<file path="src/core/itsb_pkg.sv">
// Package for the input-triggered segment branch block.
// Assumes a single 100 MHz clock and an AXI4-Lite register bus with 32-bit data.
package itsb_pkg;

    // ****************************************
    // Register map
    // ****************************************
    localparam logic [7:0] ITSB_ARM_OFS = 8'h00;
    localparam logic [7:0] ITSB_MT_OFS = 8'h04;
    localparam logic [7:0] ITSB_STATUS_OFS = 8'h08;
    localparam logic [7:0] ITSB_IRQ_STAT_OFS = 8'h0c;
    localparam logic [7:0] ITSB_IRQ_MASK_OFS = 8'h10;

    // ****************************************
    // Field positions and values
    // ****************************************
    localparam int ITSB_ARM_SEL_LSB = 0;
    localparam int ITSB_ARM_EN_BIT = 8;
    localparam int ITSB_ST_ARMED_BIT = 0;
    localparam int ITSB_ST_BUSY_BIT = 1;
    localparam int ITSB_EV_FIRE_BIT = 0;
    localparam int ITSB_EV_ABORT_BIT = 1;
    localparam int ITSB_NUM_EVENTS = 2;
    localparam logic [3:0] ITSB_BRANCH_SEGMENT = 4'ha;
    localparam logic ITSB_MT_RESET = 1'b0;
    localparam logic [1:0] ITSB_AXI_OKAY = 2'b00;
    localparam logic [1:0] ITSB_AXI_SLVERR = 2'b10;

    // Request toward the program sequencer and motion generator
    typedef struct packed {
        logic load_segment;
        logic [3:0] segment;
        logic abort_move;
    } itsb_branch_s;

endpackage : itsb_pkg

</file>
<file path="src/core/itsb_core.sv">
// Input-triggered segment branch: arms on a register write, watches one input for a falling edge,
// then requests a segment load and, when multitasking is off, a move abort.
// Assumes asynchronous input pins and an AXI4-Lite master on aclk.
//
// Chosen here: register access over AXI4-Lite and the register addresses.
`timescale 1ns/10ps
module itsb_core #(
    parameter int NUM_INPUTS = 8
) (
    input wire logic aclk,
    input wire logic aresetn,
    input wire logic [NUM_INPUTS-1:0] input_pins,
    input wire logic [3:0] s_axi_awaddr_unused_hi,
    input wire logic [7:0] s_axi_awaddr,
    input wire logic s_axi_awvalid,
    output logic s_axi_awready,
    input wire logic [31:0] s_axi_wdata,
    input wire logic [3:0] s_axi_wstrb,
    input wire logic s_axi_wvalid,
    output logic s_axi_wready,
    output logic [1:0] s_axi_bresp,
    output logic s_axi_bvalid,
    input wire logic s_axi_bready,
    input wire logic [7:0] s_axi_araddr,
    input wire logic s_axi_arvalid,
    output logic s_axi_arready,
    output logic [31:0] s_axi_rdata,
    output logic [1:0] s_axi_rresp,
    output logic s_axi_rvalid,
    input wire logic s_axi_rready,
    output itsb_pkg::itsb_branch_s branch_req,
    output logic irq
);
    import itsb_pkg::*;

    localparam int SEL_W = 8;

    // Selector field is SEL_W bits wide, so at most 256 inputs
    if (NUM_INPUTS < 1 || NUM_INPUTS > 256) begin : g_bad_width
        $error("NUM_INPUTS must be 1 to 256");
    end

    // ****************************************
    // Input synchroniser and edge detect
    // ****************************************
    logic [NUM_INPUTS-1:0] sync1_reg;
    logic [NUM_INPUTS-1:0] sync2_reg;
    logic [NUM_INPUTS-1:0] prev_reg;
    logic [NUM_INPUTS-1:0] fall;

    always_ff @(posedge aclk) begin
        if (!aresetn) begin
            sync1_reg <= '1;
            sync2_reg <= '1;
            prev_reg <= '1;
        end else begin
            sync1_reg <= input_pins;
            sync2_reg <= sync1_reg;
            prev_reg <= sync2_reg;
        end
    end

    genvar gi;
    generate
        for (gi = 0; gi < NUM_INPUTS; gi++) begin : g_edge
            assign fall[gi] = prev_reg[gi] & ~sync2_reg[gi];
        end
    endgenerate

    // ****************************************
    // AXI4-Lite write path
    // ****************************************
    logic aw_held_reg;
    logic w_held_reg;
    logic [7:0] awaddr_reg;
    logic [31:0] wdata_reg;
    logic [3:0] wstrb_reg;
    logic wr_do;
    logic wr_hit;

    assign wr_do = aw_held_reg && w_held_reg && !s_axi_bvalid;
    assign wr_hit = awaddr_reg == ITSB_ARM_OFS || awaddr_reg == ITSB_MT_OFS
        || awaddr_reg == ITSB_STATUS_OFS || awaddr_reg == ITSB_IRQ_STAT_OFS
        || awaddr_reg == ITSB_IRQ_MASK_OFS;

    always_ff @(posedge aclk) begin
        if (!aresetn) begin
            aw_held_reg <= 1'b0;
            w_held_reg <= 1'b0;
            awaddr_reg <= 8'h00;
            wdata_reg <= 32'h0000_0000;
            wstrb_reg <= 4'h0;
            s_axi_awready <= 1'b0;
            s_axi_wready <= 1'b0;
            s_axi_bvalid <= 1'b0;
            s_axi_bresp <= ITSB_AXI_OKAY;
        end else begin
            s_axi_awready <= !aw_held_reg && !s_axi_awready && s_axi_awvalid;
            s_axi_wready <= !w_held_reg && !s_axi_wready && s_axi_wvalid;
            if (s_axi_awvalid && s_axi_awready) begin
                aw_held_reg <= 1'b1;
                awaddr_reg <= {s_axi_awaddr[7:2], 2'b00};
            end
            if (s_axi_wvalid && s_axi_wready) begin
                w_held_reg <= 1'b1;
                wdata_reg <= s_axi_wdata;
                wstrb_reg <= s_axi_wstrb;
            end
            if (wr_do) begin
                aw_held_reg <= 1'b0;
                w_held_reg <= 1'b0;
                s_axi_bvalid <= 1'b1;
                s_axi_bresp <= wr_hit ? ITSB_AXI_OKAY : ITSB_AXI_SLVERR;
            end else if (s_axi_bvalid && s_axi_bready) begin
                s_axi_bvalid <= 1'b0;
            end
        end
    end

    logic wr_arm;
    logic wr_mt;
    logic wr_stat;
    logic wr_mask;
    assign wr_arm = wr_do && awaddr_reg == ITSB_ARM_OFS && wstrb_reg[1];
    assign wr_mt = wr_do && awaddr_reg == ITSB_MT_OFS && wstrb_reg[0];
    assign wr_stat = wr_do && awaddr_reg == ITSB_IRQ_STAT_OFS && wstrb_reg[0];
    assign wr_mask = wr_do && awaddr_reg == ITSB_IRQ_MASK_OFS && wstrb_reg[0];

    // ****************************************
    // Arm state and branch request
    // ****************************************
    logic armed_reg;
    logic [SEL_W-1:0] sel_reg;
    logic multitask_switch_reg;
    logic fire;

    logic [NUM_INPUTS-1:0] hit;

    // Compare per input so a selector beyond the last input never indexes out of range
    generate
        for (gi = 0; gi < NUM_INPUTS; gi++) begin : g_hit
            assign hit[gi] = fall[gi] && sel_reg == SEL_W'(gi);
        end
    endgenerate

    assign fire = armed_reg && |hit;

    always_ff @(posedge aclk) begin
        if (!aresetn) begin
            multitask_switch_reg <= ITSB_MT_RESET;
        end else if (wr_mt) begin
            multitask_switch_reg <= wdata_reg[0];
        end
    end

    always_ff @(posedge aclk) begin
        if (!aresetn) begin
            armed_reg <= 1'b0;
            sel_reg <= '0;
        end else if (wr_arm) begin
            armed_reg <= wdata_reg[ITSB_ARM_EN_BIT];
            sel_reg <= wdata_reg[ITSB_ARM_SEL_LSB +: SEL_W];
        end else if (fire) begin
            armed_reg <= 1'b0;
        end
    end

    always_ff @(posedge aclk) begin
        if (!aresetn) begin
            branch_req <= '0;
        end else begin
            branch_req.load_segment <= fire;
            branch_req.segment <= ITSB_BRANCH_SEGMENT;
            branch_req.abort_move <= fire && !multitask_switch_reg;
        end
    end

    // ****************************************
    // Interrupt status and mask
    // ****************************************
    logic [ITSB_NUM_EVENTS-1:0] irq_stat_reg;
    logic [ITSB_NUM_EVENTS-1:0] irq_mask_reg;
    logic [ITSB_NUM_EVENTS-1:0] ev;

    assign ev[ITSB_EV_FIRE_BIT] = fire;
    assign ev[ITSB_EV_ABORT_BIT] = fire && !multitask_switch_reg;

    // Set wins over a write-one clear
    always_ff @(posedge aclk) begin
        if (!aresetn) begin
            irq_stat_reg <= '0;
            irq_mask_reg <= '0;
            irq <= 1'b0;
        end else begin
            irq_stat_reg <= (irq_stat_reg & ~(wr_stat ? wdata_reg[ITSB_NUM_EVENTS-1:0] : '0)) | ev;
            if (wr_mask) begin
                irq_mask_reg <= wdata_reg[ITSB_NUM_EVENTS-1:0];
            end
            irq <= |(irq_stat_reg & irq_mask_reg);
        end
    end

    // ****************************************
    // AXI4-Lite read path
    // ****************************************
    logic [31:0] rd_mux;
    logic rd_hit;

    always_comb begin
        rd_mux = 32'h0000_0000;
        rd_hit = 1'b1;
        case ({s_axi_araddr[7:2], 2'b00})
            ITSB_ARM_OFS: begin
                rd_mux[ITSB_ARM_SEL_LSB +: SEL_W] = sel_reg;
                rd_mux[ITSB_ARM_EN_BIT] = armed_reg;
            end
            ITSB_MT_OFS: rd_mux[0] = multitask_switch_reg;
            ITSB_STATUS_OFS: begin
                rd_mux[ITSB_ST_ARMED_BIT] = armed_reg;
                rd_mux[ITSB_ST_BUSY_BIT] = branch_req.load_segment;
            end
            ITSB_IRQ_STAT_OFS: rd_mux[ITSB_NUM_EVENTS-1:0] = irq_stat_reg;
            ITSB_IRQ_MASK_OFS: rd_mux[ITSB_NUM_EVENTS-1:0] = irq_mask_reg;
            default: rd_hit = 1'b0;
        endcase
    end

    always_ff @(posedge aclk) begin
        if (!aresetn) begin
            s_axi_arready <= 1'b0;
            s_axi_rvalid <= 1'b0;
            s_axi_rdata <= 32'h0000_0000;
            s_axi_rresp <= ITSB_AXI_OKAY;
        end else begin
            s_axi_arready <= !s_axi_arready && !s_axi_rvalid && s_axi_arvalid;
            if (s_axi_arvalid && s_axi_arready) begin
                s_axi_rvalid <= 1'b1;
                s_axi_rdata <= rd_mux;
                s_axi_rresp <= rd_hit ? ITSB_AXI_OKAY : ITSB_AXI_SLVERR;
            end else if (s_axi_rvalid && s_axi_rready) begin
                s_axi_rvalid <= 1'b0;
            end
        end
    end

    // ****************************************
    // Assertions
    // ****************************************
    a_fire_loads: assert property (@(posedge aclk) disable iff (!aresetn)
        fire |=> branch_req.load_segment && branch_req.segment == ITSB_BRANCH_SEGMENT)
        else $error("segment load not requested after trigger");
    a_arm_write: assert property (@(posedge aclk) disable iff (!aresetn)
        wr_arm && wdata_reg[ITSB_ARM_EN_BIT] |=> armed_reg)
        else $error("arm write did not arm");
    a_fire_disarms: assert property (@(posedge aclk) disable iff (!aresetn)
        fire && !wr_arm |=> !armed_reg ##1 !branch_req.load_segment || armed_reg)
        else $error("still armed after firing");
    a_sel_replaced: assert property (@(posedge aclk) disable iff (!aresetn)
        wr_arm |=> sel_reg == $past(wdata_reg[SEL_W-1:0]))
        else $error("selection not replaced");
    a_disarm_write: assert property (@(posedge aclk) disable iff (!aresetn)
        wr_arm && !wdata_reg[ITSB_ARM_EN_BIT] |=> !armed_reg ##1 !branch_req.load_segment)
        else $error("disarm write ignored");
    a_abort_off: assert property (@(posedge aclk) disable iff (!aresetn)
        fire && !multitask_switch_reg |=> branch_req.abort_move)
        else $error("move not aborted with multitasking off");
    a_keep_move: assert property (@(posedge aclk) disable iff (!aresetn)
        branch_req.abort_move |-> branch_req.load_segment && !$past(multitask_switch_reg))
        else $error("abort with multitasking on");
    a_edge_detect: assert property (@(posedge aclk) disable iff (!aresetn)
        branch_req.load_segment |-> $past(armed_reg, 1) && !$past(branch_req.load_segment))
        else $error("trigger without armed edge");
    a_keep_running: assert property (@(posedge aclk) disable iff (!aresetn)
        fire && multitask_switch_reg |=> branch_req.load_segment && !branch_req.abort_move)
        else $error("move aborted with multitasking on");
    a_mt_write: assert property (@(posedge aclk) disable iff (!aresetn)
        wr_mt |=> multitask_switch_reg == $past(wdata_reg[0]))
        else $error("multitask switch not written");
    a_one_trigger: assert property (@(posedge aclk) disable iff (!aresetn)
        fire && !wr_arm |=> !fire)
        else $error("one edge fired twice");

endmodule : itsb_core

</file>
<file path="config.mk">
export PLATFORM = sky130hd
export DESIGN_NAME = itsb_core
export DESIGN_NICKNAME = d
export VERILOG_FILES = /design/src/core/itsb_pkg.sv /design/src/core/itsb_core.sv
export SDC_FILE = /design/constraint.sdc
export NUM_CORES = 1
export LEC_CHECK = 0
export BUFFER_PORTS_ARGS = -buffer_cell sky130_fd_sc_hd__buf_2
export CAP_MARGIN = 20
export CORE_MARGIN = 5
export CORE_UTILIZATION = 51
export DETAILED_ROUTE_END_ITERATION = 8
export MAX_ROUTING_LAYER = met4
export PLACE_DENSITY_LB_ADDON = 0.12
export RECOVER_POWER = 100
export SLEW_MARGIN = 0
export SYNTH_ARGS = -nofsm -noshare
export SYNTH_HDL_FRONTEND = slang
export SYNTH_SLANG_ARGS = --single-unit
export TNS_END_PERCENT = 100
</file>
<file path="constraint.sdc">
create_clock -name aclk -period 3.47 [get_ports aclk]
set_input_delay 0.1735 -clock aclk [delete_from_list [all_inputs] [get_ports aclk]]
set_output_delay 0.1735 -clock aclk [all_outputs]
set_load 0.01 [all_outputs]
</file>
== After elaboration in Yosys (flattened, before gate mapping) ==
Cells that the tools add are included.

* Eq/ne operators: 15
* Mux-type cells: 14
* Bitwise operators: 21
* Reductions and logical operators: 53

{| class="wikitable"
|+ Operators with widths
! operator !! count
|-
| == test 8 x 3 -> 1 bit (second input constant) || 4
|-
| logical AND 1 bit || 31
|-
| == test 6 x 2 -> 1 bit (second input constant) || 4
|-
| == test 8 x 2 -> 1 bit (second input constant) || 2
|-
| zero test 8 bit || 2
|-
| == test 6 x 1 -> 1 bit (second input constant) || 2
|-
| == test 6 x 3 -> 1 bit (second input constant) || 2
|-
| NOT 1 bit || 9
|-
| bitwise AND 1 bit || 8
|-
| == test 8 x 1 -> 1 bit (second input constant) || 1
|-
| zero test 1 bit || 8
|-
| OR reduction 8 bit || 1
|-
| two-way mux 1 bit || 7
|-
| two-way mux 7 bit || 1
|-
| zero test 6 bit || 1
|-
| two-way mux 2 bit || 3
|-
| nonzero test 2 bit || 3
|-
| two-way mux 5 bit || 1
|-
| one-hot mux 1 bit (5 select lines) || 1
|-
| OR reduction 5 bit || 1
|-
| bitwise AND 2 bit || 2
|-
| logical OR 1 bit || 4
|-
| one-hot mux 1 bit (4 select lines) || 1
|-
| OR reduction 2 bit || 2
|-
| other kinds (2) || 2
|}

* Register bits after elaboration: 82
* Bits of input ports: 71
* Output and inout port bits: 48
* Logic and storage cells: 128

== Depth between registers and ports, before layout ==
* Depth in word-level cells: 8
* Depth in mapped cells: 6
* Depth with buffers taken out: 5

== Worst setup path after synthesis ==
Ideal clock, no wire load.

* Path type: register to register
* Start: register sel_reg[0]
* End: register irq_stat_reg[1]
* Setup time: 84 ps
* Data arrival time: 1384 ps
* Required time: 3386 ps
* Slack: 2003 ps
* Stages on the path, launching flop included: 7
* Buffers on the path: 1
* Clock period less this slack: 1467 ps
* Cell sequence: dfxtp_1 -> buf_6 -> or4b_1 -> nand2_1 -> or4_4 -> nand4_4 -> o31ai_4

* Word-level cells in the longest chain between the ends: 6
* Elaborated cells between the ends (all ways): 20
* Those cells by class: eq/ne (7); bitwise (1); reduce/logical (12)

{| class="wikitable"
|+ RTL lines
! item !! line !! source
|-
| from (decl) || itsb_core.sv:133 || <nowiki>logic [SEL_W-1:0] sel_reg;</nowiki>
|-
| from (signal assigned) || itsb_core.sv:162 || <nowiki>sel_reg <= wdata_reg[ITSB_ARM_SEL_LSB +: SEL_W];</nowiki>
|-
| == test 8 x 1 -> 1 bit (tied with other cells) || itsb_core.sv:142 || <nowiki>assign hit[gi] = fall[gi] && sel_reg == SEL_W'(gi);</nowiki>
|-
| logical AND 1 bit || itsb_core.sv:142 ||
|-
| OR reduction 8 bit (*) || itsb_core.sv:146 || <nowiki>assign fire = armed_reg && |hit;</nowiki>
|-
| logical AND 1 bit (*) || itsb_core.sv:146 ||
|-
| logical AND 1 bit (*) || itsb_core.sv:186 || <nowiki>assign ev[ITSB_EV_ABORT_BIT] = fire && !multitask_switch_reg;</nowiki>
|-
| OR 2 bit (*) || itsb_core.sv:195 || <nowiki>irq_stat_reg <= (irq_stat_reg & ~(wr_stat ? wdata_reg[ITSB_NUM_EVENTS-1:0] : '0)) | ev;</nowiki>
|-
| to (signal assigned) || itsb_core.sv:195 ||
|-
| to (decl) || itsb_core.sv:181 || <nowiki>logic [ITSB_NUM_EVENTS-1:0] irq_stat_reg;</nowiki>
|}

Mark *: on every way between the ends. The rest lies on a longest branch, timed or not.
A chain may end at the register's enable or synchronous reset.

== Worst setup path in the final report ==
* Start: input port aresetn
* End: register irq_stat_reg[1]

{| class="wikitable"
|+ RTL lines
! item !! line !! source
|-
| from (decl) || itsb_core.sv:11 || <nowiki>input wire logic aresetn,</nowiki>
|}

No word-level cell between the ends.

==> flow_metrics.py <==
metrics = {
    "clocking": {
        "cts-buffers-inserted": 9,
        "clkSlewWorstSetupHoldPaths_ns": 0.07,
        "cts.sink_count": 77,
        "tritoncts_clock_tree": "built",
        "ctsResizeCount": 0,
        "clk_root_buffer_cell": "sky130_fd_sc_hd__clkbuf_8",
        "htree_levels": 3,
        "cts-root-to-sink-buffers": 2,
        "clock_insertion_delay_worst_skew_ns": 0.34,
        "post-cts-setup-buffer-count": 0,
    },
    "status": {
        "outcome": "finished, violations left",
        "violations_in_the_final_reports": "max-capacitance violations, max-slew violations",
    },
    "cells_and_area": {
        "final_layout_size_suffix_gt1_frac": 0.146,
        "flow.area_growth_from_synthesis_pct": 16.1,
        "most-common-layout-cells": "sky130_fd_sc_hd__dfxtp_1 (77), sky130_fd_sc_hd__nand2_1 (38), sky130_fd_sc_hd__buf_2 (36)",
        "finish.net_count": 443,
        "final-instance-count-excl-fill": 449,
        "fillers": 531,
        "diodes": 0,
        "layout.cells.most_common": "sky130_fd_sc_hd__dfxtp_1",
    },
    "timing": {
        "period_minus_slack_ns": 2.47,
        "timing_worst_slew_pin_value_ns": 1.96,
        "rsz0062_at_grt": "false",
        "finalSetupViolCount": 0,
        "finClkSkew_ns": 0.00767,
        "fmax_mhz": 405,
        "final-max-slew-violation-count": 81,
        "maxSlewHeadroom": -0.308,
        "tns_ns": 0,
        "timing.final.hold_violations": 0,
        "final_min_period_over_clock_period": 0.712,
    },
    "drt": {
        "vias_per_cell": 4.99,
        "dr.pass1.iters": 4,
        "drc": 0,
        "drtAntennaViolNets": 0,
        "final_routed_wire_length_divided_by_cell_count_microns": 12.8,
        "via_count": 2242,
        "routed_wirelength_microns": 5750,
        "dr.first_iter.drc_count": 84,
    },
    "power_and_ir_drop": {
        "switching_share": 0.204,
        "switching_power_uw": 370,
        "cell_internal_pwr_uw": 1450,
        "ir_drop_uv": 411,
        "power.combinational.fraction": 0.056,
        "clkPwrFrac": 0.437,
        "cellPowerDensity_mw_per_mm2": 529,
        "p_leak_uw": 0.00145,
        "power_frac_seq": 0.507,
    },
    "critical_path": {
        "series_of_cell_instances_along_the_critical_path": "clkbuf_1 -> clkinv_1 -> clkbuf_1 -> o31ai_4",
        "worstPathMaxFanout": 44,
        "critical_path.max_stage_delay_ns": 1.09,
        "critPathMostFrequentCell": "sky130_fd_sc_hd__clkbuf_1",
        "critical_path_required_ns": 3.71,
        "critPathCaptureType": "register",
        "reg2regPathDepth": 4,
        "cpMaxStageDelayCell": "sky130_fd_sc_hd__clkbuf_1",
        "critPathKind": "in2reg",
        "worst_ep_arrival_time_ns": 2.71,
        "crit_path_start_kind": "input pin",
    },
    "synthesis": {
        "ys_types": 36,
        "postSynthRegisterBits": 77,
        "synthCells": 313,
        "syn-cell-area_sq_mm": 0.00296,
        "synth.yosys.seq_area_share": 0.522,
        "synthesis.area_per_instance_sq_um": 9.44,
        "synthesis.yosys.warnings": 0,
    },
    "floorplanning": {
        "die_w_microns": 86.1,
        "io-pin-count": 119,
        "floorplan.rows": 27,
        "starting_density": 0.530,
        "core_sq_mm": 0.00557,
        "floorplan_die_height_microns": 86.1,
        "floorplan.die_area_sq_mm": 0.00742,
    },
    "placement": {
        "dp.final_hpwl_microns": 3990,
        "numPortBuffers": 58,
        "gp_congestion": 0.779,
        "placed_cells": 426,
    },
    "global_routing": {
        "globalRouteOverflowTotal": 0,
        "first_global_vias": 2061,
        "grtUsageTotal": 0.169,
        "grt_first_pass_wirelength_microns": 9560,
        "antenna_violations_before_repair": 0,
        "grt_start_max_net_pins": 45,
    },
    "job": {
        "maxCapViolations": 2,
    },
    "worst_hold_path": {
        "min-delay-path-class": "in2reg",
        "hold_path_depth": 2,
    },
}
==> per-layer routing <==
layer	track usage	wire (microns)	vias up
li1	-	-	1123
met1	0.215	2610	1036
met2	0.254	2590	74
met3	0.0480	457	9
met4	0.0647	96	0
met5	-	0	-
==> cells by family after synthesis <==
group           count (synthesis)  synth area share
simple gates                  138             0.246
flops                          77             0.522
buf+inv                        45            0.0986
compound gates                 39            0.0826
mux                            13            0.0500
other cells                     1           0.00127
==> repair_timing <==
action / in CTS / in global routing
hold endpoints to repair: 7 / 0
hold buffers: 7 / 0
setup endpoints to repair: 0 / 0
==> synth_stat cells, drive strengths merged <==
| library cell | count | area (sq um) |
|---|---|---|
| clkinv | 1 | 3.75 |
| o31ai | 1 | 21.3 |
| o21ai | 2 | 10.0 |
| nor2 | 30 | 113 |
| nand4 | 5 | 46.3 |
| mux2 | 1 | 11.3 |
| and3b | 2 | 17.5 |
| nor4bb | 2 | 20.0 |
| and3 | 5 | 31.3 |
| buf | 32 | 243 |
| a22o | 1 | 8.76 |
| and4bb | 1 | 12.5 |
| nand3b | 1 | 7.51 |
| clkbuf | 12 | 45.0 |
| nand2 | 38 | 143 |
| or4 | 2 | 18.8 |
| o22ai | 1 | 6.26 |
| nor3 | 8 | 40.0 |
| a21oi | 24 | 120 |
| nand4b | 2 | 17.5 |
| nand2b | 26 | 163 |
| a22oi | 8 | 60.1 |
| and2 | 2 | 12.5 |
| nor4 | 2 | 12.5 |
| nand3 | 9 | 45.0 |
| mux2i | 11 | 110 |
| or4b | 2 | 20.0 |
| a221oi | 2 | 17.5 |
| nor3b | 1 | 7.51 |
| conb | 1 | 3.75 |
| dfxtp | 77 | 1540 |
| mux4 | 1 | 26.3 |
==> power by group through the flow <==
stage          clock network (uW)  logic (uW)  registers [uW]
5_1_grt                       866         115             923
2_1_floorplan                   0        83.5             938
4_1_cts                       813         104             919
3_3_place_gp                    0        96.8             939
6_report                      793         102             919
3_5_place_dp                    0        97.7             940
==> final timing paths <==
| path | startpoint | to | slack [ns] |
|---|---|---|---|
| worst max-delay path | aresetn | irq_stat_reg[1] | 1.0 |
| worst min-delay path | input_pins[7] | sync1_reg[7] | 0.03 |
| worst max register to register | awaddr_reg[7] | sel_reg[5] | 1.45 |
| worst min register to register | sync1_reg[2] | sync2_reg[2] | 0.41 |
==> critical path, delay by kind of cell <==
kind            cells  cell delay [ns]
compound gates      1             0.45
buf+inv             3             2.07
==> stage by stage <==
stage | cell area (sq um) | hold WS (ns) | total power, uW | setup WS (ns) | utilization
global route | 3430 | 0.0202 | 1900 | 0.764 | 0.616
detailed placement | 3150 | 0.356 | 1040 | 1.53 | 0.566
floorplan | 3050 | 0.201 | 1020 | 2.00 | -
CTS | 3460 | 0.0172 | 1840 | 1.46 | 0.621
finish | 3430 | 0.0284 | 1820 | 0.998 | 0.616
global placement | 3150 | 0.355 | 1040 | 1.51 | 0.566
==> cell type report <==
cell class / count / area, sq um / share of cell area
Clock buffer: 12 / 145 / 0.0423
Multi-Input combinational cell: 217 / 1220 / 0.355
Tap cell: 72 / 90.1 / 0.0262
Sequential cell: 77 / 1540 / 0.449
Timing Repair Buffer: 66 / 337 / 0.0981
Inverter: 1 / 3.75 / 0.00109
Clock inverter: 4 / 95.1 / 0.0277
Power figures use the tool's default switching activity.
